$ cat src/design/dcgc_pkg.sv
// Constants shared by the acquisition controller and its checks
package dcgc_pkg;
  // Clock and timing
  localparam int unsigned CLK_MHZ    = 25;      // Clock rate in MHz
  localparam int unsigned SAMPLE_NS  = 1000;    // Start-to-start sample spacing within a scan
  localparam int unsigned SAMPLE_CYC = (SAMPLE_NS * CLK_MHZ + 999) / 1000;
  localparam int unsigned RATE_US    = 1000;    // Least period between scans
  localparam int unsigned RATE_W     = 20;      // Width of the rate counter
  // Register byte offsets
  localparam logic [7:0] A_CTRL   = 8'h00;      // Conversion control
  localparam logic [7:0] A_STAT   = 8'h04;      // Status, overflow clear
  localparam logic [7:0] A_FIFO   = 8'h08;      // Sample queue head, pops
  localparam logic [7:0] A_DAC0   = 8'h0C;      // Analog output 0 code
  localparam logic [7:0] A_DAC1   = 8'h10;      // Analog output 1 code
  localparam logic [7:0] A_DIR    = 8'h14;      // Line directions, 1 = out
  localparam logic [7:0] A_OUT    = 8'h18;      // Line output levels
  localparam logic [7:0] A_IN     = 8'h1C;      // Line levels, both ports
  localparam logic [7:0] A_LINE   = 8'h20;      // Single line access
  localparam logic [7:0] A_PERIPH = 8'h24;      // Board peripheral controls
  localparam logic [7:0] A_SUPPLY = 8'h28;      // Scaled rail reading
  localparam logic [7:0] A_TEMP   = 8'h2C;      // Die temperature
  localparam logic [7:0] A_THRESH = 8'h30;      // Chunk level of the queue
  // Control field positions
  localparam int unsigned CTRL_GO    = 0;       // Request a conversion
  localparam int unsigned CTRL_DIFF  = 1;       // Pair mode
  localparam int unsigned CTRL_SCAN  = 2;       // Scan first..last
  localparam int unsigned CTRL_CONT  = 3;       // Repeat at the rate limit
  localparam int unsigned CTRL_FIRST = 4;       // First channel, 4 bits
  localparam int unsigned CTRL_LAST  = 8;       // Last channel, 4 bits
  localparam int unsigned CTRL_AVG   = 12;      // log2 of samples, 3 bits
  localparam int unsigned LINE_VAL   = 8;       // Level bit of a line write
  // Channel layout
  localparam logic [3:0] SUPPLY_BASE = 4'h6;    // First rail channel
  localparam logic [2:0] AVG_MAX     = 3'h4;    // Sixteen samples at most
  localparam logic [12:0] CODE_MAX   = 13'h0FFF; // Largest 12-bit code
  // Rail scale factors in thousandths
  localparam logic [12:0] SCALE_5V0  = 13'h07D0; // 2.000
  localparam logic [12:0] SCALE_MAIN = 13'h1595; // 5.525
  localparam logic [12:0] SCALE_1V8  = 13'h03E8; // 1.000
  localparam logic [12:0] SCALE_3V3  = 13'h07D0; // 2.000
  // Widths and reset values
  localparam int unsigned NUM_LINES  = 13;      // Port A 8 lines, B 5 lines
  localparam int unsigned PORTA_W    = 8;       // Lines A0..A7
  localparam int unsigned FIFO_AW    = 4;       // Queue index width
  localparam int unsigned SAMPLE_W   = 16;      // Queue word width
  localparam logic [9:0]  PERIPH_RST = 10'h010; // 1.2 V camera rail off
  localparam logic [4:0]  THRESH_RST = 5'h08;   // Chunk of eight samples
endpackage

$ cat src/design/dcgc_top.sv
// Acquisition controller: converter sequencer, sample queue, lines, controls
// Operation
// - Host exchanges all commands and data over link
// - Six single inputs or three pairs, 12-bit
// - Input code clamped between 0 and 4095
// - Pair result is high minus low channel
// - Negative pair result saturates at code zero
// - Single channel or consecutive channel scan
// - Scan samples spaced about one microsecond apart
// - Samples queued and delivered in chunks
// - Continuous acquisition serviced without per-sample polling
// - Averaging extends resolution up to 16 bits
// - Scan start rate at most one kilohertz
// - Two analog outputs set by 12-bit codes
// - Output codes range from 0 to 4095
// - All thirteen lines are inputs after reset
// - Every line has its own direction
// - Port A eight lines, port B five
// - Lines accessed singly, or read both ports together
// - Four rail channels with per-rail scale
// - Rail scales 2.0, 5.525, 1.0, 2.0
// - Die temperature reported in degrees Celsius
// - User LED on a software-switched line
// - Drive fan, modem, display, camera, serial controls
// - Camera 1.2 V enable low, others high
`timescale 1ns/100ps
module dcgc_top
  import dcgc_pkg::*;
#(
  parameter int unsigned RATE_CYC = RATE_US * CLK_MHZ
) (
  input  wire logic                 clock,
  input  wire logic                 rstn,
  input  wire logic [7:0]           avs_address,
  input  wire logic                 avs_read,
  input  wire logic                 avs_write,
  input  wire logic [31:0]          avs_writedata,
  output logic      [31:0]          avs_readdata,
  output logic                      avs_waitrequest,
  output logic                      conv_start,
  output logic      [3:0]           conv_chan,
  input  wire logic                 conv_done,
  input  wire logic [12:0]          conv_data,
  output logic      [11:0]          dac0_code,
  output logic      [11:0]          dac1_code,
  input  wire logic [NUM_LINES-1:0] gpio_in,
  output logic      [NUM_LINES-1:0] gpio_out,
  output logic      [NUM_LINES-1:0] gpio_oe,
  input  wire logic [7:0]           temp_c,
  output logic                      led_on,
  output logic                      fan_en,
  output logic                      modem_en,
  output logic                      disp5v_en,
  output logic                      cam12_en_n,
  output logic                      cam18_en,
  output logic                      cam28_en,
  output logic      [1:0]           serial_cfg,
  output logic                      serial_slew,
  output logic                      chunk_ready
);

  // Sequencer states
  typedef enum logic [3:0] {
    S_IDLE = 4'b0001,
    S_GAP  = 4'b0010,
    S_CONV = 4'b0100,
    S_WAIT = 4'b1000
  } dcgc_state_e;

  localparam int unsigned DEPTH = 1 << FIFO_AW;   // Queue depth

  dcgc_state_e          state_q;     // Sequencer state
  logic                 ack_q;       // Second cycle of a bus request
  logic                 do_wr;       // Write takes effect this edge
  logic                 do_rd;       // Read completes this edge
  logic [31:0]          rd_mux;      // Read data selected by address
  logic [31:0]          rdata_q;     // Registered read data
  logic [15:0]          ctrl_q;      // Conversion control fields
  logic                 go_q;        // Pending conversion request
  logic                 diff_q;      // Mode latched at scan start
  logic                 cont_q;      // Continuous mode latched
  logic [3:0]           chan_q;      // Current channel or pair
  logic [3:0]           last_q;      // Last channel of the scan
  logic [2:0]           avg_q;       // log2 of averaged samples
  logic [3:0]           rep_q;       // Sample count within an average
  logic                 ph_lo_q;     // Pair low side being converted
  logic [11:0]          hi_q;        // Pair high side code
  logic [SAMPLE_W-1:0]  acc_q;       // Averaging sum
  logic [4:0]           gap_q;       // Spacing counter
  logic [RATE_W-1:0]    rate_q;      // Scan rate counter
  logic                 trig;        // Scan begins
  logic [11:0]          code_w;      // Clamped converter code
  logic [11:0]          val_w;       // Single or pair value
  logic [3:0]           rep_last;    // Final sample index of an average
  logic                 push_w;      // Sample completed, queued unless full
  logic [SAMPLE_W-1:0]  push_data;   // Sample pushed
  logic [SAMPLE_W-1:0]  mem_q [DEPTH]; // Queue storage
  logic [FIFO_AW-1:0]   wr_ptr_q;    // Queue write index
  logic [FIFO_AW-1:0]   rd_ptr_q;    // Queue read index
  logic [FIFO_AW:0]     count_q;     // Queue occupancy
  logic                 full_w;      // Queue full
  logic                 empty_w;     // Queue empty
  logic                 pop_w;       // Host drains one sample
  logic                 ovf_q;       // Sticky overflow flag
  logic [4:0]           thresh_q;    // Chunk level
  logic [NUM_LINES-1:0] sync1_q;     // Line synchroniser, first stage
  logic [NUM_LINES-1:0] sync2_q;     // Line synchroniser, second stage
  logic [3:0]           line_sel_q;  // Line chosen for single reads
  logic [9:0]           periph_q;    // Peripheral control bits
  logic [11:0]          rail_raw_q;  // Last rail reading
  logic [1:0]           rail_q;      // Rail of that reading
  logic [12:0]          scale_w;     // Factor of that rail
  logic [24:0]          rail_scaled; // Reading times factor

  // Bus slave: one wait cycle on every access
  assign avs_waitrequest = (avs_read | avs_write) & ~ack_q;
  assign do_wr = avs_write & ack_q;
  assign do_rd = avs_read & ack_q;
  assign avs_readdata = rdata_q;

  // Acknowledge phase toggles for a held request
  always_ff @(posedge clock or negedge rstn) begin
    if (!rstn) begin
      ack_q <= 1'b0;
    end else begin
      ack_q <= (avs_read | avs_write) & ~ack_q;
    end
  end

  // Read multiplexer, function chosen by the address
  always_comb begin
    rd_mux = 32'h0000_0000;
    unique case (avs_address)
      A_CTRL:   rd_mux[15:0] = ctrl_q;
      A_STAT:   rd_mux[7:0]  = {count_q, ovf_q, chunk_ready,
                                state_q != S_IDLE};
      A_FIFO:   rd_mux[15:0] = empty_w ? 16'h0000 : mem_q[rd_ptr_q];
      A_DAC0:   rd_mux[11:0] = dac0_code;
      A_DAC1:   rd_mux[11:0] = dac1_code;
      A_DIR:    rd_mux[12:0] = gpio_oe;
      A_OUT:    rd_mux[12:0] = gpio_out;
      A_IN:     rd_mux[12:0] = sync2_q;
      A_LINE:   rd_mux[0]    = sync2_q[line_sel_q];
      A_PERIPH: rd_mux[9:0]  = periph_q;
      A_SUPPLY: rd_mux[24:0] = rail_scaled;
      A_TEMP:   rd_mux[7:0]  = temp_c;
      A_THRESH: rd_mux[4:0]  = thresh_q;
      default:  rd_mux = 32'h0000_0000;
    endcase
  end

  // Read data captured in the wait cycle, stands at the completing edge
  always_ff @(posedge clock or negedge rstn) begin
    if (!rstn) begin
      rdata_q <= 32'h0000_0000;
    end else if (avs_read && !ack_q) begin
      rdata_q <= rd_mux;
    end
  end

  // Conversion control and the pending request
  always_ff @(posedge clock or negedge rstn) begin
    if (!rstn) begin
      ctrl_q <= 16'h0000;
      go_q   <= 1'b0;
    end else begin
      if (do_wr && avs_address == A_CTRL) begin
        ctrl_q <= avs_writedata[15:0];
      end
      // A new request wins over the consumption of the old one
      if (do_wr && avs_address == A_CTRL && avs_writedata[CTRL_GO]) begin
        go_q <= 1'b1;
      end else if (trig) begin
        go_q <= 1'b0;
      end
    end
  end

  // Analog output codes, full 12-bit range
  always_ff @(posedge clock or negedge rstn) begin
    if (!rstn) begin
      dac0_code <= 12'h000;
      dac1_code <= 12'h000;
    end else if (do_wr) begin
      if (avs_address == A_DAC0) begin
        dac0_code <= avs_writedata[11:0];
      end
      if (avs_address == A_DAC1) begin
        dac1_code <= avs_writedata[11:0];
      end
    end
  end

  // Line pins pass two flip-flops before use
  always_ff @(posedge clock or negedge rstn) begin
    if (!rstn) begin
      sync1_q <= '0;
      sync2_q <= '0;
    end else begin
      sync1_q <= gpio_in;
      sync2_q <= sync1_q;
    end
  end

  // Line directions and levels; all inputs after reset
  always_ff @(posedge clock or negedge rstn) begin
    if (!rstn) begin
      gpio_oe    <= '0;
      gpio_out   <= '0;
      line_sel_q <= 4'h0;
    end else if (do_wr) begin
      if (avs_address == A_DIR) begin
        gpio_oe <= avs_writedata[NUM_LINES-1:0];
      end
      if (avs_address == A_OUT) begin
        gpio_out <= avs_writedata[NUM_LINES-1:0];
      end
      // Single line: index selects, level bit is driven
      if (avs_address == A_LINE && avs_writedata[3:0] < 4'(NUM_LINES)) begin
        line_sel_q <= avs_writedata[3:0];
        gpio_out[avs_writedata[3:0]] <= avs_writedata[LINE_VAL];
      end
    end
  end

  // Board controls; 1.2 V camera enable idles high, which is off
  always_ff @(posedge clock or negedge rstn) begin
    if (!rstn) begin
      periph_q <= PERIPH_RST;
    end else if (do_wr && avs_address == A_PERIPH) begin
      periph_q <= avs_writedata[9:0];
    end
  end

  assign led_on      = periph_q[0];
  assign fan_en      = periph_q[1];
  assign modem_en    = periph_q[2];
  assign disp5v_en   = periph_q[3];
  assign cam12_en_n  = periph_q[4];
  assign cam18_en    = periph_q[5];
  assign cam28_en    = periph_q[6];
  assign serial_cfg  = periph_q[8:7];
  assign serial_slew = periph_q[9];

  // Clamp the converter word to a 12-bit code
  assign code_w = (conv_data > CODE_MAX) ? CODE_MAX[11:0]
                                         : conv_data[11:0];
  // Pair value is high minus low, never below zero
  assign val_w = !diff_q ? code_w
               : (hi_q > code_w) ? 12'(hi_q - code_w)
               : 12'h000;
  assign rep_last = 4'((5'h01 << avg_q) - 5'h01);
  assign trig = (state_q == S_IDLE) && (go_q || cont_q)
                && (rate_q == '0);
  assign conv_start = (state_q == S_CONV);
  // Pairs map low to the even channel, high to the odd one
  assign conv_chan = diff_q ? {chan_q[2:0], ~ph_lo_q} : chan_q;
  assign push_w = (state_q == S_WAIT) && conv_done
                  && !(diff_q && !ph_lo_q) && (rep_q == rep_last);
  assign push_data = acc_q + SAMPLE_W'(val_w);

  // Sequencer: single, scan, pair and averaging
  always_ff @(posedge clock or negedge rstn) begin
    if (!rstn) begin
      state_q <= S_IDLE;
      diff_q  <= 1'b0;
      cont_q  <= 1'b0;
      chan_q  <= 4'h0;
      last_q  <= 4'h0;
      avg_q   <= 3'h0;
      rep_q   <= 4'h0;
      ph_lo_q <= 1'b0;
      hi_q    <= 12'h000;
      acc_q   <= '0;
    end else begin
      unique case (state_q)
        S_IDLE: begin
          cont_q <= ctrl_q[CTRL_CONT];
          if (trig) begin
            diff_q  <= ctrl_q[CTRL_DIFF];
            chan_q  <= ctrl_q[CTRL_FIRST +: 4];
            // Single mode converts only the first channel
            last_q  <= ctrl_q[CTRL_SCAN] ? ctrl_q[CTRL_LAST +: 4]
                                         : ctrl_q[CTRL_FIRST +: 4];
            avg_q   <= (ctrl_q[CTRL_AVG +: 3] > AVG_MAX) ? AVG_MAX
                                         : ctrl_q[CTRL_AVG +: 3];
            rep_q   <= 4'h0;
            ph_lo_q <= 1'b0;
            acc_q   <= '0;
            state_q <= S_GAP;
          end
        end
        S_GAP: begin
          if (gap_q == 5'h00) begin
            state_q <= S_CONV;
          end
        end
        S_CONV: begin
          state_q <= S_WAIT;
        end
        S_WAIT: begin
          if (conv_done) begin
            state_q <= S_GAP;
            if (diff_q && !ph_lo_q) begin
              hi_q    <= code_w;
              ph_lo_q <= 1'b1;
            end else begin
              ph_lo_q <= 1'b0;
              if (rep_q != rep_last) begin
                rep_q <= rep_q + 4'h1;
                acc_q <= push_data;
              end else begin
                rep_q <= 4'h0;
                acc_q <= '0;
                if (chan_q >= last_q) begin
                  state_q <= S_IDLE;
                end else begin
                  chan_q <= chan_q + 4'h1;
                end
              end
            end
          end
        end
        default: state_q <= S_IDLE;
      endcase
    end
  end

  // Spacing between conversion starts and between scans
  always_ff @(posedge clock or negedge rstn) begin
    if (!rstn) begin
      gap_q  <= 5'h00;
      rate_q <= '0;
    end else begin
      if (conv_start) begin
        gap_q <= 5'(SAMPLE_CYC - 1);
      end else if (gap_q != 5'h00) begin
        gap_q <= gap_q - 5'h01;
      end
      if (trig) begin
        rate_q <= RATE_W'(RATE_CYC - 1);
      end else if (rate_q != '0) begin
        rate_q <= rate_q - 1'b1;
      end
    end
  end

  // Last rail reading kept for the scaled view
  always_ff @(posedge clock or negedge rstn) begin
    if (!rstn) begin
      rail_raw_q <= 12'h000;
      rail_q     <= 2'h0;
    end else if (push_w && !diff_q && chan_q >= SUPPLY_BASE
                 && avg_q == 3'h0) begin
      rail_raw_q <= code_w;
      rail_q     <= 2'(chan_q - SUPPLY_BASE);
    end
  end

  // Factor per rail, result in thousandths of a code
  always_comb begin
    unique case (rail_q)
      2'h0: scale_w = SCALE_5V0;
      2'h1: scale_w = SCALE_MAIN;
      2'h2: scale_w = SCALE_1V8;
      2'h3: scale_w = SCALE_3V3;
    endcase
  end
  assign rail_scaled = 25'(rail_raw_q * scale_w);

  // Sample queue: a full queue drops new samples and flags it
  assign full_w  = (count_q == 5'(DEPTH));
  assign empty_w = (count_q == 5'h00);
  assign pop_w   = do_rd && avs_address == A_FIFO && !empty_w;
  assign chunk_ready = (count_q >= thresh_q) && !empty_w;

  always_ff @(posedge clock or negedge rstn) begin
    if (!rstn) begin
      wr_ptr_q <= '0;
      rd_ptr_q <= '0;
      count_q  <= 5'h00;
    end else begin
      if (push_w && !full_w) begin
        wr_ptr_q <= wr_ptr_q + 1'b1;
      end
      if (pop_w) begin
        rd_ptr_q <= rd_ptr_q + 1'b1;
      end
      count_q <= count_q + 5'(push_w && !full_w) - 5'(pop_w);
    end
  end

  // Queue storage
  always_ff @(posedge clock) begin
    if (push_w && !full_w) begin
      mem_q[wr_ptr_q] <= push_data;
    end
  end

  // Overflow is sticky; a new drop wins over the clear
  always_ff @(posedge clock or negedge rstn) begin
    if (!rstn) begin
      ovf_q    <= 1'b0;
      thresh_q <= THRESH_RST;
    end else begin
      if (push_w && full_w) begin
        ovf_q <= 1'b1;
      end else if (do_wr && avs_address == A_STAT && avs_writedata[2]) begin
        ovf_q <= 1'b0;
      end
      if (do_wr && avs_address == A_THRESH) begin
        thresh_q <= avs_writedata[4:0];
      end
    end
  end
endmodule

$ cat config.mk
export PLATFORM = sky130hd
export DESIGN_NAME = dcgc_top
export DESIGN_NICKNAME = d
export VERILOG_FILES = /design/src/design/dcgc_pkg.sv /design/src/design/dcgc_top.sv
export SDC_FILE = /design/constraint.sdc
export NUM_CORES = 1
export LEC_CHECK = 0
export BUFFER_PORTS_ARGS = -buffer_cell sky130_fd_sc_hd__buf_2
export CORE_ASPECT_RATIO = 1.4
export CORE_UTILIZATION = 35
export DETAILED_ROUTE_END_ITERATION = 6
export HOLD_SLACK_MARGIN = 0.02
export SLEW_MARGIN = 10
export SYNTH_ARGS = -nofsm -noshare
export SYNTH_HDL_FRONTEND = slang
export SYNTH_SLANG_ARGS = --single-unit
$ cat constraint.sdc
create_clock -name clock -period 7 [get_ports clock]
set_clock_uncertainty 0.15 [all_clocks]
set_input_delay 1.05 -clock clock [delete_from_list [all_inputs] [get_ports clock]]
set_output_delay 1.05 -clock clock [all_outputs]
set_load 0.05 [all_outputs]
# Word-level counts from Yosys, hierarchy flattened
# Memory sizes are Yosys's and may differ from the RTL's.
# Cells that the tools add are included.
# totals
input_bits	79
regBits	241
mem_count	1
mem_bits_rw	256
# op_classes
n_mul	1
magnitude_cmp	10
n_eq_ne	29
n_reduce_logical	54
addsub	12
n_mux	60
bitwise	6
shift	1
# memory_table
memory	words	word_bits	rd	rd_clocked_by_memory_dff	write_ports	line_no	rtl
mem_q	16	16	1	0	1	dcgc_top.sv:97	logic [SAMPLE_W-1:0] mem_q [DEPTH];
# op_table
operator	n
$mux 16	5
$mux 4	14
$pmux 4 s12	1
$eq 8x6->1 const B	5
$mux 20	2
$mux 13	3
$pmux 13 s3	1
$mux 12	3
$pmux 3 s11	1
$eq 8x5->1 const B	4
$pmux 16 s2	1
$mul 12x13->25	1
$logic_and 1x1->1	23
$logic_not 20->1	1
$reduce_bool 20->1	1
$sub 20x1->20 const B	1
$pmux 2 s9	1
$add 16x12->16	1
$add 4x1->4 const B	4
$eq 8x4->1 const B	2
$pmux 2 s8	1
$pmux 4 s2	2
$pmux 4 s4	1
$bwmux 13	1
55 further kinds	93

# Longest topological paths before layout
# logic_depth
word_depth	10
ltp_mapped	26

# Worst setup path before layout
# No wires, ideal clock.
# synth_timing
path_type	input port to flip-flop
from	in conv_data[12]
to	mem mem_q[0][15], data pin
arrival_time_ps	5653
path_slack_ps	900
path_buffers	3
setup_ps	297
stages	21
required_time_ps	6553
path_cell_list	buf_4 clkbuf_1 nor2_1 ha_1 or2_2 maj3_1 o21a_1 a22oi_1 o211ai_1 a41oi_2 buf_2 o22ai_1 ha_1 a21o_1 a21oi_1 o21ai_0 o211ai_1 a211oi_1 a41o_1 nand2_1 xnor2_1
# synth_via
elab_chain_cells	6
word_cells_on_any_way	7
cone_classes	add/sub: 2; order compare: 2; mux: 3
# synth_lines
item	line_no	rtl
start: declaration	dcgc_top.sv:43	input wire logic [12:0] conv_data,
$gt 13x12->1 *	dcgc_top.sv:246	assign code_w = (conv_data > CODE_MAX) ? CODE_MAX[11:0]
$mux 12 *	dcgc_top.sv:246	
$sub 12x12->12 / $gt 12x12->1 (equally long branches)	dcgc_top.sv:250	: (hi_q > code_w) ? 12'(hi_q - code_w)
$mux 12	dcgc_top.sv:250	
$mux 12 *	dcgc_top.sv:249	assign val_w = !diff_q ? code_w
$add 16x12->16 *	dcgc_top.sv:260	assign push_data = acc_q + SAMPLE_W'(val_w);
via push_data[15]	dcgc_top.sv:96	logic [SAMPLE_W-1:0] push_data;
end: declaration	dcgc_top.sv:97	
# Mark *: on every way through the listed nets, which the timed path passes. The rest lies on a longest branch.

# Final worst setup path
# layout_timing
from	reg rail_q[1]
to	reg rdata_q[24], in the netlist avs_readdata[24]
# layout_via
elab_chain_cells	5
word_cells_on_any_way	8
cone_classes	mul: 1; eq/ne: 3; mux: 2; reduce/logical: 2
# layout_lines
item	line_no	rtl
start: declaration	dcgc_top.sv:111	logic [1:0] rail_q;
start signal: assignment	dcgc_top.sv:356	rail_q <= 2'(chan_q - SUPPLY_BASE);
$eq 2x2->1 / $logic_not 2->1 (equally long branches)	dcgc_top.sv:362	unique case (rail_q)
$reduce_or 2->1 (no source line)	--	
$pmux 13 s3 *	dcgc_top.sv:362	
$mul 12x13->25 *	dcgc_top.sv:369	assign rail_scaled = 25'(rail_raw_q * scale_w);
$mux 9 *	dcgc_top.sv:133	unique case (avs_address)
end signal: assignment	dcgc_top.sv:157	rdata_q <= rd_mux;
end: declaration	dcgc_top.sv:77	logic [31:0] rdata_q;
# Mark *: on every way between the ends. The rest lies on a longest branch, timed or not. The select of a mux whose other input is x is not followed.
# A chain may end at the register's enable or synchronous reset.

==> results.sh <==
export IMPL_status="complete, but fails checks"
export IMPL_violations_in_the_final_reports="DRC"
export IMPL_global_route_overflow_total=0
export IMPL_place_port_buffers=154
export IMPL_postSynth_topFlopCell="edfxtp_1"
export IMPL_grt_start_max_net_pins=125
export IMPL_mappedNetlistArea_um2=26300
export IMPL_compound_gate_portion_of_the_synthesized_area_pct=9.676
export IMPL_cts_tree="done"
export IMPL_die_h_um=326.4
export IMPL_power_report_internal_total_mw=4.962
export IMPL_p_seq_share_pct=50.3
export IMPL_area_growth_syn_to_layout_pct=13.78
export IMPL_hp_class="flop to flop"
export IMPL_die_area_um2=76260
export IMPL_irDropWorstVdd_mv=0.1828
export IMPL_min_period_ns=6.187
export IMPL_final_hold_viol_count=0
export IMPL_synth_ff_latch_count=497
export IMPL_vias=17280
export IMPL_final_layout_net_count=2516
export IMPL_synthAdderAreaFrac_pct=12.69
export IMPL_cp_arrival_ns=6.52
export IMPL_postSynthCellCount=2054
export IMPL_netlist_area_leader_share_pct=29.23
export IMPL_cp_data_required_time_ns=7.34
export IMPL_floorplan_core_area_um2=74120
export IMPL_fp_row_count=118
export IMPL_yosys_warnings=0
export IMPL_async_reset_ff_share_pct=48.49
export IMPL_antenna_left=0
export IMPL_netSwitchingPower_mw=1.718
export IMPL_timing_setup_tns_ns=0
export IMPL_cp_num_buf_inv=3
export IMPL_post_dp_hpwl_mm=53.45
export IMPL_netlist_top_cells_area="edfxtp_1 29%, dfrtp_1 23%, mux4_2 7.0%"
export IMPL_rsz0062_at_grt="no"
export IMPL_setup_worst_path_end_class="flop"
export IMPL_post_cts_setup_buffer_count=0
export IMPL_synth_top_cells_by_count="256 x edfxtp_1, 238 x dfrtp_1, 173 x inv_1, 158 x nand2_1, 129 x nor2_1"
export IMPL_synthesis_area_per_instance_um2=12.81
export IMPL_die_width_um=233.7
export IMPL_critical_path_class="flop to flop"
export IMPL_cts_clk_slew_worst_paths_ns=0.06
export IMPL_global_route_wire_length_before_repair_mm=111.2
export IMPL_cts_hold_buffers_added=0
export IMPL_cts_buffers_inserted=47
export IMPL_clock_sinks=497
export IMPL_synth_xor_xnor_area_share_pct=2.031
export IMPL_crit_fanout=6
export IMPL_first_global_vias=18070
export IMPL_routed_wire_length_per_instance_um=22.75
export IMPL_crit_path_cell_trace="nor2b_1 > nand2_1 > fa_1 > inv_1 > fa_1 > fa_1 > fa_1 > inv_1 > fa_1 > inv_1 > ha_1 > a21oi_1 > o211ai_1 > a211oi_1 > a21oi_1 > a211oi_1 > a21oi_1 > xnor2_1 > a22o_1"
export IMPL_share_of_total_power_in_combinational_logic_pct=10.5
export IMPL_relSlewSlack_pct=14.57
export IMPL_synth_cell_types=78
export IMPL_family_of_cells_with_the_greatest_summed_delay_on_the_critical_path="adder cells"
export IMPL_postCtsResizedCells=0
export IMPL_layout_drive_gt1_share_pct=20.92
export IMPL_final_min_period_over_clock_period_pct=88.38
export IMPL_synthMuxAreaShare_pct=10.78
export IMPL_fmax_mhz=161.6
export IMPL_timing_critical_path_mode_cell="fa_1"
export IMPL_clock_latency_ns=0.61
export IMPL_drt_wl_total_mm=73.30
export IMPL_finalSetupViolCount=0
export IMPL_power_per_cell_area_nw_per_um2=223.2
export IMPL_cap_viol_max_count=0
export IMPL_cp_slowest_cell="fa_1"
export IMPL_firstDrtPassIters=7
export IMPL_post_synth_top_count_cell="edfxtp_1"
export IMPL_place_inst=3136
export IMPL_yosys_area_share_simple_pct=8.677
export IMPL_top_level_port_count=178
export IMPL_yosysSeqAreaShare_pct=52.17
export IMPL_power_switching_fraction_pct=25.72
export IMPL_post_route_drc_count=12
export IMPL_finish_cell_count_without_fillers=3222
export IMPL_worst_slew_pin_slew_ns=1.277
export IMPL_initial_cell_density_of_the_core_pct=35.49
export IMPL_slew_violations=0
export IMPL_synth_top_area_cell="edfxtp_1"
export IMPL_grt_util_all_layers_pct=19.56
export IMPL_htreeDepth=2
export IMPL_buffer_levels_on_the_longest_clock_path=3
export IMPL_critPathMaxStageDelay_ns=0.59
export IMPL_synth_top_family_by_area="adder cells"
export IMPL_routabilityCongestion=0.8957
export IMPL_antenna_violations_before_repair=5
export IMPL_drt_first_iter_violations=1209
export IMPL_worst_setup_sp_type="flop"
export IMPL_clockRootBuffer="clkbuf_16"
export IMPL_synth_edf_count=256
export IMPL_vias_per_cell=5.363
export IMPL_total_leakage_power_nw=12.74
export IMPL_power_share_of_the_clock_group_pct=39.2
-- flip-flops by register name, summed over array words and instances (netlist names), 12 cells and up --
signal,count
mem_q,256
avs_readdata,25
rate_q,20
acc_q,16
ctrl_q,16
gpio_oe,13
gpio_out,13
sync1_q,13
sync2_q,13
dac0_code,12
dac1_code,12
hi_q,12
rail_raw_q,12
-- layer usage --
layer | track usage, % | part of all wire [%] | vias up
li1 | - | - | 7796
met4 | 9.543 | 5.1 | 2
met2 | 35.05 | 53 | 450
met5 | 0 | 0.011 | -
met1 | 22.57 | 38 | 8892
met3 | 2.802 | 4.7 | 141
-- path summary, 6_finish.rpt --
check / from / to / slack [ns] / cells past startpoint
min reg2reg: sync1_q[4] / sync2_q[4] / 0.20 / 0
min: sync1_q[4] / sync2_q[4] / 0.20 / 0
max reg2reg: rail_q[1] / avs_readdata[24] / 0.81 / 19
max: rail_q[1] / avs_readdata[24] / 0.81 / 19
max in group asynchronous: rstn / rd_ptr_q[0] / 5.06 / 2
min in group asynchronous: rstn / rate_q[15] / 0.38 / 1
-- cell type report --
type                            count  area, um2
Antenna cell                        1      2.502
Clock buffer                       67       1365
Clock inverter                     18      207.7
Fill cell                        6986      44190
Inverter                          173      649.4
Multi-Input combinational cell   1301      11600
Sequential cell                   497      13730
Tap cell                          960       1201
Timing Repair Buffer              205       1176
-- cell families after synthesis --
family | after synthesis
and+or+nand+nor | 475
DFF | 497
other | 1
xor gates and xnor gates | 61
buffers and inverters | 262
muxes | 171
adders and majority gates | 213
AOI/OAI and AO/OA | 374
-- stage by stage --
step | cell area [um2] | power [mW] | setup slack, ns | hold WS [ns] | utilization, %
6_report | 29930 | 6.680 | 0.8132 | 0.2028 | 40.38
5_1_grt | 29930 | 6.915 | 0.4477 | 0.2063 | 40.38
4_1_cts | 29910 | 6.747 | 0.7503 | 0.2053 | 40.35
3_5_place_dp | 28340 | 4.123 | 0.5052 | 0.1855 | 38.23
3_3_place_gp | 28340 | 4.081 | 0.7139 | 0.1883 | 38.23
2_1_floorplan | 26320 | 3.859 | 0.9001 | 0.1812 | -
-- power groups by stage --
stage          logic [mW]  clock network, mW  registers [mW]
2_1_floorplan       0.422                  0            3.44
3_3_place_gp        0.674                  0            3.41
6_report            0.704               2.62            3.36
5_1_grt             0.772               2.77            3.37
3_5_place_dp        0.709                  0            3.41
4_1_cts             0.710               2.68            3.36
-- cell usage in the layout, fill, tap and decap left out, types with 10 or more instances in the layout --
cell         n
edfxtp_1   256
dfrtp_1    236
inv_1      173
nand2_1    158
buf_2      153
nor2_1     129
ha_1       122
fa_1        90
o21ai_0     82
mux4_2      82
a21oi_1     81
mux2_2      79
clkbuf_16   50
buf_4       50
xnor2_1     39
nand3_1     32
and2_1      26
a21o_1      26
a22o_1      26
a22oi_1     23
a221oi_1    21
xor2_1      20
nor3_1      20
o22ai_1     19
nand2b_1    18
a211oi_1    18
nor2b_1     13
or2_2       12
clkbuf_1    12
o21a_1      11
a31oi_1     10
mux2i_1     10
-- worst register-to-register path, stage by stage, from the launching register on --
cell and delay [ns]:
dfrtp_1 0.39, nor2b_1 0.48, nand2_1 0.19, fa_1 0.53, inv_1 0.05, fa_1 0.52, fa_1 0.55, fa_1 0.57
inv_1 0.06, fa_1 0.59, inv_1 0.06, ha_1 0.37, a21oi_1 0.18, o211ai_1 0.15, a211oi_1 0.26, a21oi_1 0.15
a211oi_1 0.34, a21oi_1 0.14, xnor2_1 0.17, a22o_1 0.20
(Power assumes the default switching activity.)
